**src/rtl/cdpd_regs.svh**
```systemverilog
// Register indices, field positions, reset values and fixed counts of the cascaded divider block
// Assumes byte address = 4 x index on a 32-bit AHB-Lite bus
`ifndef CDPD_REGS_SVH
`define CDPD_REGS_SVH

// ----------------------------------------------------------------
// Register indices
// ----------------------------------------------------------------
`define CDPD_IDX_CH3_CNT1    10'h199
`define CDPD_IDX_CH3_PHASE   10'h19a
`define CDPD_IDX_CH3_CNT2    10'h19b
`define CDPD_IDX_CH3_START   10'h19c
`define CDPD_IDX_CH3_DFIX    10'h19d
`define CDPD_IDX_CH4_CNT1    10'h19e
`define CDPD_IDX_CH4_PHASE   10'h19f
`define CDPD_IDX_CH4_CNT2    10'h1a0
`define CDPD_IDX_CH4_START   10'h1a1
`define CDPD_IDX_CH4_DFIX    10'h1a2
`define CDPD_IDX_CTRL        10'h1f0
`define CDPD_IDX_CH3_DLY     10'h1f1
`define CDPD_IDX_CH3_DUTY    10'h1f2
`define CDPD_IDX_CH4_DLY     10'h1f3
`define CDPD_IDX_CH4_DUTY    10'h1f4
`define CDPD_IDX_STAT        10'h1f5

// ----------------------------------------------------------------
// Field positions
// ----------------------------------------------------------------
`define CDPD_SH1_BIT         0
`define CDPD_SH2_BIT         1
`define CDPD_BYP1_BIT        4
`define CDPD_BYP2_BIT        5
`define CDPD_DFIX_BIT        0
`define CDPD_CTRL_VCO_BIT    0
`define CDPD_CTRL_VDIV_LSB   4
`define CDPD_CTRL_VDIV_MSB   6
`define CDPD_CTRL_SYNC_BIT   8

// ----------------------------------------------------------------
// Reset values and fixed counts
// ----------------------------------------------------------------
`define CDPD_RST_BYTE        8'h00
`define CDPD_RST_VDIV        3'h2
`define CDPD_SH_WEIGHT       5'h10
`define CDPD_VDIV_MIN        3'h2
`define CDPD_VDIV_MAX        3'h6
`define CDPD_VDIV_ODD3       3'h3
`define CDPD_VDIV_ODD5       3'h5

`endif

```
**src/rtl/cdpd_pkg.sv**
```systemverilog
// Types and shared helpers of the cascaded divider block
// Assumes the register header is on the include path
`default_nettype none
`include "cdpd_regs.svh"

package cdpd_pkg;

	// ----------------------------------------------------------------
	// Types
	// ----------------------------------------------------------------
	typedef enum logic [3:0] {
		ST_HOLD  = 4'h1,
		ST_DELAY = 4'h2,
		ST_HIGH  = 4'h4,
		ST_LOW   = 4'h8
	} cdpd_stage_st_t;

	typedef enum logic [1:0] {
		DC_EXACT  = 2'h0,
		DC_INPUT  = 2'h1,
		DC_PLUS_X = 2'h2
	} cdpd_duty_cls_t;

	typedef enum logic [3:0] {
		SEL_NONE, SEL_CNT1, SEL_PHASE, SEL_CNT2, SEL_START, SEL_DFIX,
		SEL_CTRL, SEL_DLY, SEL_DUTY, SEL_STAT
	} cdpd_sel_t;

	typedef struct packed {
		cdpd_stage_st_t st;
		logic [4:0]     cnt;
		logic           lvl;
		logic           pulse;
	} cdpd_stage_state_t;

	typedef struct packed {
		logic             ph_wr;
		cdpd_sel_t        ph_sel;
		logic             ph_ch;
		logic [1:0][7:0]  cnt1;
		logic [1:0][7:0]  phase;
		logic [1:0][7:0]  cnt2;
		logic [1:0][7:0]  start;
		logic [1:0]       dfix;
		logic             vco_used;
		logic [2:0]       vdiv;
		logic             soft_sync;
		logic [31:0]      rdata;
		logic             sync_m;
		logic             sync_s;
		logic [2:0]       vcnt;
		logic             vlvl;
		logic [1:0]       out;
	} cdpd_top_state_t;

	// ----------------------------------------------------------------
	// Helpers
	// ----------------------------------------------------------------
	function automatic logic [4:0] cdpd_phase_val(input logic sh, input logic [3:0] po);
		return (sh ? `CDPD_SH_WEIGHT : 5'h00) + {1'b0, po};
	endfunction

	function automatic logic [4:0] cdpd_delay_cycles(input logic [4:0] phv, input logic [3:0] low);
		if (phv < `CDPD_SH_WEIGHT) begin
			return phv;
		end
		return phv - `CDPD_SH_WEIGHT + {1'b0, low} + 5'h01;
	endfunction

endpackage

`default_nettype wire

```
**src/rtl/cdpd_duty.sv**
```systemverilog
// Output duty-cycle figure of one channel as numerator over denominator
// Assumes all inputs are register fields on the same clock
`timescale 1ns/10ps
`default_nettype none
`include "cdpd_regs.svh"

module cdpd_duty
	import cdpd_pkg::*;
(
	input  wire logic        dcc_off,
	input  wire logic        vco_used,
	input  wire logic [2:0]  vdiv,
	input  wire logic        byp1,
	input  wire logic        byp2,
	input  wire logic [3:0]  n1,
	input  wire logic [3:0]  m1,
	input  wire logic [3:0]  n2,
	input  wire logic [3:0]  m2,
	output logic [15:0]      num,
	output logic [15:0]      den,
	output cdpd_duty_cls_t   cls
);

	logic [15:0] a;
	logic [15:0] b;
	logic [15:0] ma;
	logic [15:0] mb;
	logic        odd1;
	logic        odd2;
	logic        v3;
	logic        v5;

	always_comb begin
		a    = {12'h000, n1};
		b    = {12'h000, n2};
		ma   = {12'h000, m1};
		mb   = {12'h000, m2};
		odd1 = n1[0] ^ m1[0];
		odd2 = n2[0] ^ m2[0];
		v3   = vco_used && (vdiv == `CDPD_VDIV_ODD3);
		v5   = vco_used && (vdiv == `CDPD_VDIV_ODD5);
		num  = 16'h0001;
		den  = 16'h0002;
		cls  = DC_EXACT;
		if (dcc_off) begin
			if (byp1 && byp2) begin
				if (v3) begin
					den = 16'h0003;
				end else if (v5) begin
					num = 16'h0002;
					den = 16'h0005;
				end else if (!vco_used) begin
					cls = DC_INPUT;
				end
			end else if (byp2) begin
				num = a + 16'h0001;
				den = a + ma + 16'h0002;
			end else begin
				num = b + 16'h0001;
				den = b + mb + 16'h0002;
			end
		end else if (vco_used) begin
			if (byp1 && byp2) begin
				if (v3) begin
					den = 16'h0003;
					cls = DC_PLUS_X;
				end else if (v5) begin
					num = 16'h0002;
					den = 16'h0005;
					cls = DC_PLUS_X;
				end
			end else if (byp2) begin
				if (odd1 && v3) begin
					num = 16'h0003 * a + 16'h0004;
					den = 16'h0006 * a + 16'h0009;
					cls = DC_PLUS_X;
				end else if (odd1 && v5) begin
					num = 16'h0005 * a + 16'h0007;
					den = 16'h000a * a + 16'h000f;
					cls = DC_PLUS_X;
				end
			end else if (odd1 && odd2 && v3) begin
				num = 16'h0006 * a * b + 16'h0009 * a + 16'h0009 * b + 16'h000d;
				den = 16'h0003 * (16'h0002 * a + 16'h0003) * (16'h0002 * b + 16'h0003);
				cls = DC_PLUS_X;
			end else if (odd1 && odd2 && v5) begin
				num = 16'h000a * a * b + 16'h000f * a + 16'h000f * b + 16'h0016;
				den = 16'h0005 * (16'h0002 * a + 16'h0003) * (16'h0002 * b + 16'h0003);
				cls = DC_PLUS_X;
			end
		end else begin
			if (byp1 && byp2) begin
				cls = DC_INPUT;
			end else if (byp2) begin
				if (odd1) begin
					num = a + 16'h0001;
					den = 16'h0002 * a + 16'h0003;
					cls = DC_PLUS_X;
				end
			end else if (odd1 && odd2) begin
				num = 16'h0002 * a * b + 16'h0003 * a + 16'h0003 * b + 16'h0004;
				den = (16'h0002 * a + 16'h0003) * (16'h0002 * b + 16'h0003);
				cls = DC_PLUS_X;
			end
		end
	end

endmodule

`default_nettype wire

```
**src/rtl/cdpd_stage.sv**
```systemverilog
// One programmable divider stage with start level and coarse phase delay
// Assumes tick_in is a one-cycle input-clock pulse from the same clock domain
`timescale 1ns/10ps
`default_nettype none

module cdpd_stage
	import cdpd_pkg::*;
(
	input  wire logic       hclk,
	input  wire logic       hresetn,
	input  wire logic       sync_hold,
	input  wire logic       tick_in,
	input  wire logic       in_lvl,
	input  wire logic       bypass,
	input  wire logic       start_high,
	input  wire logic [3:0] phase_field,
	input  wire logic [3:0] low_cnt,
	input  wire logic [3:0] high_cnt,
	output logic            lvl,
	output logic            tick_out
);

	cdpd_stage_state_t r;
	cdpd_stage_state_t next_r;
	logic [4:0]        dly;

	function automatic cdpd_stage_state_t start_run(input logic sh);
		cdpd_stage_state_t s;
		s.st    = sh ? ST_HIGH : ST_LOW;
		s.cnt   = 5'h00;
		s.lvl   = sh;
		s.pulse = sh;
		return s;
	endfunction

	// ----------------------------------------------------------------
	// Next state
	// ----------------------------------------------------------------
	always_comb begin
		next_r       = r;
		next_r.pulse = 1'b0;
		dly          = cdpd_delay_cycles(cdpd_phase_val(start_high, phase_field), low_cnt);
		case (r.st)
			ST_HOLD: begin
				next_r.lvl = start_high;
				next_r.cnt = 5'h00;
				if (!sync_hold) begin
					if (dly == 5'h00) begin
						next_r = start_run(start_high);
					end else begin
						next_r.st  = ST_DELAY;
						next_r.cnt = dly;
					end
				end
			end
			ST_DELAY: begin
				if (tick_in) begin
					if (r.cnt == 5'h01) begin
						next_r = start_run(start_high);
					end else begin
						next_r.cnt = r.cnt - 5'h01;
					end
				end
			end
			ST_HIGH: begin
				if (tick_in) begin
					if (r.cnt == {1'b0, high_cnt}) begin
						next_r.st  = ST_LOW;
						next_r.cnt = 5'h00;
						next_r.lvl = 1'b0;
					end else begin
						next_r.cnt = r.cnt + 5'h01;
					end
				end
			end
			ST_LOW: begin
				if (tick_in) begin
					if (r.cnt == {1'b0, low_cnt}) begin
						next_r.st    = ST_HIGH;
						next_r.cnt   = 5'h00;
						next_r.lvl   = 1'b1;
						next_r.pulse = 1'b1;
					end else begin
						next_r.cnt = r.cnt + 5'h01;
					end
				end
			end
			default: begin
				next_r.st  = ST_HOLD;
				next_r.cnt = 5'h00;
				next_r.lvl = 1'b0;
			end
		endcase
		if (sync_hold) begin
			next_r.st    = ST_HOLD;
			next_r.cnt   = 5'h00;
			next_r.lvl   = start_high;
			next_r.pulse = 1'b0;
		end
	end

	always_ff @(posedge hclk or negedge hresetn) begin
		if (!hresetn) begin
			r <= '{st: ST_HOLD, cnt: 5'h00, lvl: 1'b0, pulse: 1'b0};
		end else begin
			r <= next_r;
		end
	end

	// Bypassed stage divides by one
	assign lvl      = bypass ? in_lvl : r.lvl;
	assign tick_out = bypass ? tick_in : r.pulse;

endmodule

`default_nettype wire

```
**src/rtl/cdpd_top.sv**
```systemverilog
// Two cascaded-divider channels with coarse phase delay and duty figures, AHB-Lite register slave
// Assumes hclk is the channel divider input clock and sync_n is an asynchronous pin
//
// Design decision made here: the AHB-Lite register port.
`timescale 1ns/10ps
`default_nettype none
`include "cdpd_regs.svh"

module cdpd_top
	import cdpd_pkg::*;
(
	input  wire logic        hclk,
	input  wire logic        hresetn,
	input  wire logic        hsel,
	input  wire logic [31:0] haddr,
	input  wire logic [1:0]  htrans,
	input  wire logic        hwrite,
	input  wire logic [2:0]  hsize,
	input  wire logic        hready,
	input  wire logic [31:0] hwdata,
	output logic             hreadyout,
	output logic             hresp,
	output logic [31:0]      hrdata,
	input  wire logic        sync_n,
	output logic             ch3_clk_out,
	output logic             ch4_clk_out
);

	cdpd_top_state_t  r;
	cdpd_top_state_t  next_r;

	logic             sync_hold;
	logic             ch_tick;
	logic             in_lvl;
	logic [2:0]       vdiv_eff;
	logic             take;
	cdpd_sel_t        a_sel;
	logic             a_ch;
	logic [1:0]       s1_lvl;
	logic [1:0]       s1_tick;
	logic [1:0]       s2_lvl;
	logic [1:0][15:0] dly_tot;
	logic [1:0][15:0] duty_num;
	logic [1:0][15:0] duty_den;
	cdpd_duty_cls_t   duty_cls [2];

	// ----------------------------------------------------------------
	// Address decode
	// ----------------------------------------------------------------
	function automatic cdpd_sel_t decode_sel(input logic [31:0] addr);
		logic [9:0] idx;
		idx        = addr[11:2];
		decode_sel = SEL_NONE;
		if (addr[31:12] == 20'h00000) begin
			case (idx)
				`CDPD_IDX_CH3_CNT1:  decode_sel = SEL_CNT1;
				`CDPD_IDX_CH3_PHASE: decode_sel = SEL_PHASE;
				`CDPD_IDX_CH3_CNT2:  decode_sel = SEL_CNT2;
				`CDPD_IDX_CH3_START: decode_sel = SEL_START;
				`CDPD_IDX_CH3_DFIX:  decode_sel = SEL_DFIX;
				`CDPD_IDX_CH4_CNT1:  decode_sel = SEL_CNT1;
				`CDPD_IDX_CH4_PHASE: decode_sel = SEL_PHASE;
				`CDPD_IDX_CH4_CNT2:  decode_sel = SEL_CNT2;
				`CDPD_IDX_CH4_START: decode_sel = SEL_START;
				`CDPD_IDX_CH4_DFIX:  decode_sel = SEL_DFIX;
				`CDPD_IDX_CTRL:      decode_sel = SEL_CTRL;
				`CDPD_IDX_CH3_DLY:   decode_sel = SEL_DLY;
				`CDPD_IDX_CH3_DUTY:  decode_sel = SEL_DUTY;
				`CDPD_IDX_CH4_DLY:   decode_sel = SEL_DLY;
				`CDPD_IDX_CH4_DUTY:  decode_sel = SEL_DUTY;
				`CDPD_IDX_STAT:      decode_sel = SEL_STAT;
				default:             decode_sel = SEL_NONE;
			endcase
		end
	endfunction

	function automatic logic decode_ch(input logic [31:0] addr);
		logic [9:0] idx;
		idx       = addr[11:2];
		decode_ch = 1'b0;
		case (idx)
			`CDPD_IDX_CH4_CNT1,
			`CDPD_IDX_CH4_PHASE,
			`CDPD_IDX_CH4_CNT2,
			`CDPD_IDX_CH4_START,
			`CDPD_IDX_CH4_DFIX,
			`CDPD_IDX_CH4_DLY,
			`CDPD_IDX_CH4_DUTY: decode_ch = 1'b1;
			default:            decode_ch = 1'b0;
		endcase
	endfunction

	// ----------------------------------------------------------------
	// Input clock source and sync
	// ----------------------------------------------------------------
	always_comb begin
		vdiv_eff = r.vdiv;
		if (r.vdiv < `CDPD_VDIV_MIN) begin
			vdiv_eff = `CDPD_VDIV_MIN;
		end else if (r.vdiv > `CDPD_VDIV_MAX) begin
			vdiv_eff = `CDPD_VDIV_MAX;
		end
	end

	assign ch_tick   = r.vco_used ? (r.vcnt == (vdiv_eff - 3'h1)) : 1'b1;
	assign in_lvl    = r.vco_used ? r.vlvl : 1'b1;
	assign sync_hold = !r.sync_s || r.soft_sync;

	// ----------------------------------------------------------------
	// Bus address phase
	// ----------------------------------------------------------------
	assign take      = hsel && hready && htrans[1] && (hsize == 3'h2);
	assign a_sel     = decode_sel(haddr);
	assign a_ch      = decode_ch(haddr);

	// ----------------------------------------------------------------
	// Channels
	// ----------------------------------------------------------------
	genvar ch;
	generate
		for (ch = 0; ch < 2; ch++) begin : g_ch
			logic        byp1;
			logic        byp2;
			logic        sh1;
			logic        sh2;
			logic [3:0]  po1;
			logic [3:0]  po2;
			logic [3:0]  low1;
			logic [3:0]  high1;
			logic [3:0]  low2;
			logic [3:0]  high2;
			logic [4:0]  c1;
			logic [4:0]  c2;
			logic [15:0] t1;
			logic [15:0] d1;

			// ----------------------------------------------------------------
			// Field views
			// ----------------------------------------------------------------
			assign byp1  = r.start[ch][`CDPD_BYP1_BIT];
			assign byp2  = r.start[ch][`CDPD_BYP2_BIT];
			assign sh1   = r.start[ch][`CDPD_SH1_BIT];
			assign sh2   = r.start[ch][`CDPD_SH2_BIT];
			assign po1   = r.phase[ch][3:0];
			assign po2   = r.phase[ch][7:4];
			assign low1  = r.cnt1[ch][7:4];
			assign high1 = r.cnt1[ch][3:0];
			assign low2  = r.cnt2[ch][7:4];
			assign high2 = r.cnt2[ch][3:0];

			// ----------------------------------------------------------------
			// Stage chain
			// ----------------------------------------------------------------
			cdpd_stage u_s1 (
				.hclk        (hclk),
				.hresetn     (hresetn),
				.sync_hold   (sync_hold),
				.tick_in     (ch_tick),
				.in_lvl      (in_lvl),
				.bypass      (byp1),
				.start_high  (sh1),
				.phase_field (po1),
				.low_cnt     (low1),
				.high_cnt    (high1),
				.lvl         (s1_lvl[ch]),
				.tick_out    (s1_tick[ch])
			);

			cdpd_stage u_s2 (
				.hclk        (hclk),
				.hresetn     (hresetn),
				.sync_hold   (sync_hold),
				.tick_in     (s1_tick[ch]),
				.in_lvl      (s1_lvl[ch]),
				.bypass      (byp2),
				.start_high  (sh2),
				.phase_field (po2),
				.low_cnt     (low2),
				.high_cnt    (high2),
				.lvl         (s2_lvl[ch]),
				.tick_out    ()
			);

			// ----------------------------------------------------------------
			// Duty figure
			// ----------------------------------------------------------------
			cdpd_duty u_duty (
				.dcc_off  (r.dfix[ch]),
				.vco_used (r.vco_used),
				.vdiv     (vdiv_eff),
				.byp1     (byp1),
				.byp2     (byp2),
				.n1       (high1),
				.m1       (low1),
				.n2       (high2),
				.m2       (low2),
				.num      (duty_num[ch]),
				.den      (duty_den[ch]),
				.cls      (duty_cls[ch])
			);

			// ----------------------------------------------------------------
			// Coarse delay in hclk cycles
			// ----------------------------------------------------------------
			always_comb begin
				c1 = byp1 ? 5'h00 :
					cdpd_delay_cycles(cdpd_phase_val(sh1, po1), low1);
				c2 = byp2 ? 5'h00 :
					cdpd_delay_cycles(cdpd_phase_val(sh2, po2), low2);
				t1 = r.vco_used ? {13'h0000, vdiv_eff} : 16'h0001;
				d1 = byp1 ? 16'h0001 : {12'h000, high1} + {12'h000, low1} + 16'h0002;
				dly_tot[ch] = {11'h000, c1} * t1 + {11'h000, c2} * d1 * t1;
			end
		end
	endgenerate

	// ----------------------------------------------------------------
	// Read data
	// ----------------------------------------------------------------
	function automatic logic [31:0] rd_word(input cdpd_top_state_t s, input cdpd_sel_t sel, input logic c);
		logic [31:0] w;
		w = 32'h0000_0000;
		case (sel)
			SEL_CNT1:  w[7:0] = s.cnt1[c];
			SEL_PHASE: w[7:0] = s.phase[c];
			SEL_CNT2:  w[7:0] = s.cnt2[c];
			SEL_START: begin
				w[`CDPD_SH1_BIT]  = s.start[c][`CDPD_SH1_BIT];
				w[`CDPD_SH2_BIT]  = s.start[c][`CDPD_SH2_BIT];
				w[`CDPD_BYP1_BIT] = s.start[c][`CDPD_BYP1_BIT];
				w[`CDPD_BYP2_BIT] = s.start[c][`CDPD_BYP2_BIT];
			end
			SEL_DFIX:  w[`CDPD_DFIX_BIT] = s.dfix[c];
			SEL_CTRL: begin
				w[`CDPD_CTRL_VCO_BIT]                       = s.vco_used;
				w[`CDPD_CTRL_VDIV_MSB:`CDPD_CTRL_VDIV_LSB] = s.vdiv;
				w[`CDPD_CTRL_SYNC_BIT]                      = s.soft_sync;
			end
			SEL_DLY:   w[15:0] = dly_tot[c];
			SEL_DUTY:  w = {duty_den[c], duty_num[c]};
			SEL_STAT:  w[6:0] = {s2_lvl[1], s2_lvl[0], sync_hold, duty_cls[1], duty_cls[0]};
			default:   w = 32'h0000_0000;
		endcase
		return w;
	endfunction

	// ----------------------------------------------------------------
	// Next state
	// ----------------------------------------------------------------
	always_comb begin
		next_r        = r;
		next_r.sync_m = sync_n;
		next_r.sync_s = r.sync_m;
		next_r.out    = s2_lvl;

		// ----------------------------------------------------------------
		// Input divider
		// ----------------------------------------------------------------
		if (r.vco_used) begin
			next_r.vcnt = ch_tick ? 3'h0 : r.vcnt + 3'h1;
		end else begin
			next_r.vcnt = 3'h0;
		end
		next_r.vlvl = (next_r.vcnt < {1'b0, vdiv_eff[2:1]});

		// ----------------------------------------------------------------
		// Data phase write
		// ----------------------------------------------------------------
		if (r.ph_wr) begin
			case (r.ph_sel)
				SEL_CNT1:  next_r.cnt1[r.ph_ch]  = hwdata[7:0];
				SEL_PHASE: next_r.phase[r.ph_ch] = hwdata[7:0];
				SEL_CNT2:  next_r.cnt2[r.ph_ch]  = hwdata[7:0];
				SEL_START: next_r.start[r.ph_ch] = hwdata[7:0] & 8'h33;
				SEL_DFIX:  next_r.dfix[r.ph_ch]  = hwdata[`CDPD_DFIX_BIT];
				SEL_CTRL: begin
					next_r.vco_used  = hwdata[`CDPD_CTRL_VCO_BIT];
					next_r.vdiv      = hwdata[`CDPD_CTRL_VDIV_MSB:`CDPD_CTRL_VDIV_LSB];
					next_r.soft_sync = hwdata[`CDPD_CTRL_SYNC_BIT];
				end
				default: begin
					next_r.vdiv = next_r.vdiv;
				end
			endcase
		end

		// ----------------------------------------------------------------
		// Address phase
		// ----------------------------------------------------------------
		next_r.ph_wr  = take && hwrite;
		next_r.ph_sel = take ? a_sel : SEL_NONE;
		next_r.ph_ch  = a_ch;
		next_r.rdata  = (take && !hwrite) ? rd_word(next_r, a_sel, a_ch) : 32'h0000_0000;
	end

	always_ff @(posedge hclk or negedge hresetn) begin
		if (!hresetn) begin
			r <= '{
				ph_wr:     1'b0,
				ph_sel:    SEL_NONE,
				ph_ch:     1'b0,
				cnt1:      {2{`CDPD_RST_BYTE}},
				phase:     {2{`CDPD_RST_BYTE}},
				cnt2:      {2{`CDPD_RST_BYTE}},
				start:     {2{`CDPD_RST_BYTE}},
				dfix:      2'h0,
				vco_used:  1'b0,
				vdiv:      `CDPD_RST_VDIV,
				soft_sync: 1'b0,
				rdata:     32'h0000_0000,
				sync_m:    1'b0,
				sync_s:    1'b0,
				vcnt:      3'h0,
				vlvl:      1'b0,
				out:       2'h0
			};
		end else begin
			r <= next_r;
		end
	end

	// ----------------------------------------------------------------
	// Outputs
	// ----------------------------------------------------------------
	assign hreadyout   = 1'b1;
	assign hresp       = 1'b0;
	assign hrdata      = r.rdata;
	assign ch3_clk_out = r.out[0];
	assign ch4_clk_out = r.out[1];

endmodule

`default_nettype wire

```
**config.mk**
```make
export PLATFORM = sky130hd
export DESIGN_NAME = cdpd_top
export DESIGN_NICKNAME = d
export VERILOG_FILES = /design/src/rtl/cdpd_pkg.sv /design/src/rtl/cdpd_duty.sv /design/src/rtl/cdpd_stage.sv /design/src/rtl/cdpd_top.sv
export VERILOG_INCLUDE_DIRS = /design/src /design/src/rtl
export SDC_FILE = /design/constraint.sdc
export NUM_CORES = 1
export LEC_CHECK = 0
export CAP_MARGIN = 20
export CORE_MARGIN = 10
export CORE_UTILIZATION = 65
export CTS_CLUSTER_SIZE = 40
export DETAILED_ROUTE_END_ITERATION = 8
export DONT_BUFFER_PORTS = 1
export PLACE_DENSITY = 0.81
export SLEW_MARGIN = 5
export SYNTH_ARGS = -nofsm -noshare
export SYNTH_HDL_FRONTEND = slang
export SYNTH_SLANG_ARGS = --single-unit
```
**constraint.sdc**
```tcl
create_clock -name hclk -period 12.3 [get_ports hclk]
set_clock_uncertainty 0.1 [all_clocks]
set_input_delay 0.615 -clock hclk [delete_from_list [all_inputs] [get_ports hclk]]
set_output_delay 0.615 -clock hclk [all_outputs]
set_load 0.05 [all_outputs]
```
==> results.yml <==
detailed_routing:
  routed_via_density: 6.43
  dr_wl_met3_mm: 12.7
  drt_pass1_iterations: 7
  drt-met1-wl_mm: 43.4
  routedWlPerCell_um: 21.4
  drt_iter0_markers: 3181
  dr_wl_met2_mm: 48.0
  dr.max_layer_used: "met5"
  drt_drc_violations_left: 0
  drtAntennaViolNets: 0
  totalWireLength_mm: 111
  vias: 33300
floorplanning:
  rows: 87
  dieArea_mm2: 0.0667
  num_io_pins: 111
  coreArea_mm2: 0.0563
  dieHeight_um: 258
  die-width_um: 258
  initial_core_util: 0.656
timing:
  fin_tns_setup_ps: 0
  setup_viol: 0
  fmax_ghz: 0.105
  relSlewSlack: 0.308
  holdWs_ps: -69.5
  worst_pin_slew_ps: 1020
  drv_slew: 0
  rsz0062_at_grt: "false"
  min_period_ps: 9480
  finalHoldViolations: 15
  period_share: 0.771
synthesis:
  synth-async-reset-ratio: 1.00
  yosys.area.top_type: "ha_1"
  netlist_area_mm2: 0.0369
  synth_area_leaders: "ha_1 (20%), fa_1 (18%), dfrtp_1 (9.9%)"
  ys_seq_area_frac: 0.103
  synth.avg_cell_area_um2: 8.18
  synth.distinct_cells: 91
  yosys_warnings: 0
  netlist.area_leader.share: 0.203
  synth_ff_type: "dfrtp_1"
  ys_ff_latch: 151
  syn-instance-count: 4513
  synth_nets: 5521
  synth_edf_count: 0
worst_setup_path:
  regToRegEndpoint: "hrdata[10]$_DFF_PN0_"
  crit_type: "reg -> reg"
  rr_worst_depth: 29
  reg2reg_from: "g_ch[0].high1[0]$_DFF_PN0_"
  critPathMaxStageDelay_ps: 570
  reg2reg_setup_slack_ps: 2820
  start_kind: "register"
  cp_slowest_cell: "a21oi_1"
  cp.arrival_ps: 9710
  crit_fanout: 28
  cp_common_cell: "fa_1"
  endpoint_kind: "register"
  required_ps: 12520
final_layout:
  nets: 5413
  final_area_mm2: 0.0381
  fillCellCount: 4709
  layout-area-overhead-vs-synth_pct: 3.27
  post-route-util: 0.677
  drive_above_1_share: 0.0448
global_routing:
  grt_pass1_vias: 32400
  grt_overflow: 0
  grt_max_degree: 152
  antenna_found_initial: 9
  gr-usage-all-layers: 0.328
  grt_pass1_wl_mm: 175
placement:
  routabilityCongestion: 1.06
  place_hpwl_mm: 87.0
  placed_area_mm2: 0.0375
  place.port_buffers: 0
clock_tree:
  clk_latency_ps: 480
  cts_buffers: 17
  cts_tree: "done"
  cts_max_path_buffers: 2
  htree_levels: 4
  cts_resized: 0
  path_clk_slew_ps: 70
  post_cts_buffers: 0
  cts_hold_buf: 1
  cts.sinks: 151
  cts_root_buf: "clkbuf_16"
job:
  maxCapViolations: 0
power:
  irDropWorstVdd_uv: 204
  power_density_mw_per_mm2: 117
  power_mw: 4.46
  p_leak_nw: 19.0
run_status:
  violations: "negative hold slack"
  status: "complete, but fails checks"
worst_hold_path:
  min_path_type: "in -> async"
-- logic make-up (layout without fill, tap and decap cells) --
| group | Yosys count | in the layout | share of synthesized area |
|---|---|---|---|
| AND/OR/NAND/NOR | 1365 | 1365 | 0.177 |
| adder cells (fa/ha/maj) | 934 | 934 | 0.384 |
| AO/OA/AOI/OAI | 911 | 911 | 0.162 |
| buffers and inverters | 789 | 694 | 0.0839 |
| XOR/XNOR | 285 | 285 | 0.0680 |
| flip-flops | 151 | 151 | 0.103 |
| multiplexers | 76 | 76 | 0.0225 |
| other | 2 | 3 | 0.000204 |
-- final cells by class --
cell class,instances,area [um2],share of cell area
Multi-Input combinational cell,3573,30100,0.789
Clock inverter,15,184,0.00483
Clock buffer,17,425,0.0112
Inverter,609,2290,0.0600
Timing Repair Buffer,53,418,0.0110
Antenna cell,1,2.50,0.0000657
Sequential cell,151,3790,0.0994
Tap cell,756,946,0.0248
-- per-layer routing --
layer / track usage / up-vias
met5: 0 / -
met4: 0.166 / 14
met3: 0.0835 / 403
met2: 0.507 / 1759
met1: 0.420 / 16000
li1: - / 15100
-- layout by cell type (no fill, tap or decap), types with 55 or more instances in the layout --
master   instances
ha_1           600
inv_1          598
nand2_1        407
nor2_1         376
fa_1           333
a21oi_1        235
o21ai_0        200
xnor2_1        183
dfrtp_1        144
nor3_1         103
nand3_1        101
xor2_1          98
and2_1          82
a21o_1          76
nor2b_1         60
mux2_2          55
-- synthesized netlist by cell type (all sizes together), types with 30 or more instances --
library cell,instances
inv,599
o21ai,205
nor2,376
nand2b,53
clkbuf,128
fa,333
mux2,55
o22ai,30
dfrtp,146
ha,600
or2,34
buf,52
a21oi,235
a21o,76
nor3,103
xnor2,183
nand2,408
and2,82
nor2b,60
xor2,101
nand3,101
-- flip-flops by register name (all words and copies together), names as in the netlist, 2 cells and up --
| name | count |
|---|---|
| hrdata | 32 |
| g_ch.u_s1.r | 22 |
| g_ch.u_s2.r | 20 |
| r | 18 |
| g_ch.high1 | 8 |
| g_ch.high2 | 8 |
| g_ch.low1 | 8 |
| g_ch.low2 | 8 |
| g_ch.po1 | 8 |
| g_ch.po2 | 8 |
| g_ch.byp1 | 2 |
| g_ch.byp2 | 2 |
| g_ch.sh1 | 2 |
| g_ch.sh2 | 2 |
-- report_power, final --
part	switching (mW)	total, mW	leakage, nW	internal (mW)
Clock	0.265	0.572	0.291	0.308
Sequential	0.0806	0.618	1.89	0.537
Combinational	1.94	3.27	16.9	1.33
Total	2.28	4.46	19.0	2.18
-- through the flow --
stage               setup slack, ps  std cells
floorplan                      4270       4513
global placement               3140       5140
detailed placement             3110       5140
CTS                            3060       5173
global route                   2430       5174
finish                         2820       5175
-- worst max-delay path: cells and delay by family (launching register included) --
family	cells	cell delay, ps
adders and majority gates	11	4900
AOI/OAI and AO/OA	7	1900
and+or+nand+nor	6	1370
buffers and inverters	4	540
DFF	1	330
xor gates and xnor gates	1	180
-- worst max-delay path by stage --
| stage | start | to | depth (start not counted) |
|---|---|---|---|
| after floorplan | g_ch[0].high1[0]$_DFF_PN0_ | hrdata[14]$_DFF_PN0_ | 30 |
| after global placement | g_ch[0].high1[0]$_DFF_PN0_ | hrdata[10]$_DFF_PN0_ | 29 |
| after detailed placement | g_ch[0].high1[0]$_DFF_PN0_ | hrdata[10]$_DFF_PN0_ | 29 |
| after CTS | g_ch[0].high1[0]$_DFF_PN0_ | hrdata[10]$_DFF_PN0_ | 29 |
| after global routing | g_ch[1].low2[1]$_DFF_PN0_ | hrdata[10]$_DFF_PN0_ | 31 |
| final | g_ch[0].high1[0]$_DFF_PN0_ | hrdata[10]$_DFF_PN0_ | 29 |
Power figures use the tool's default switching activity.
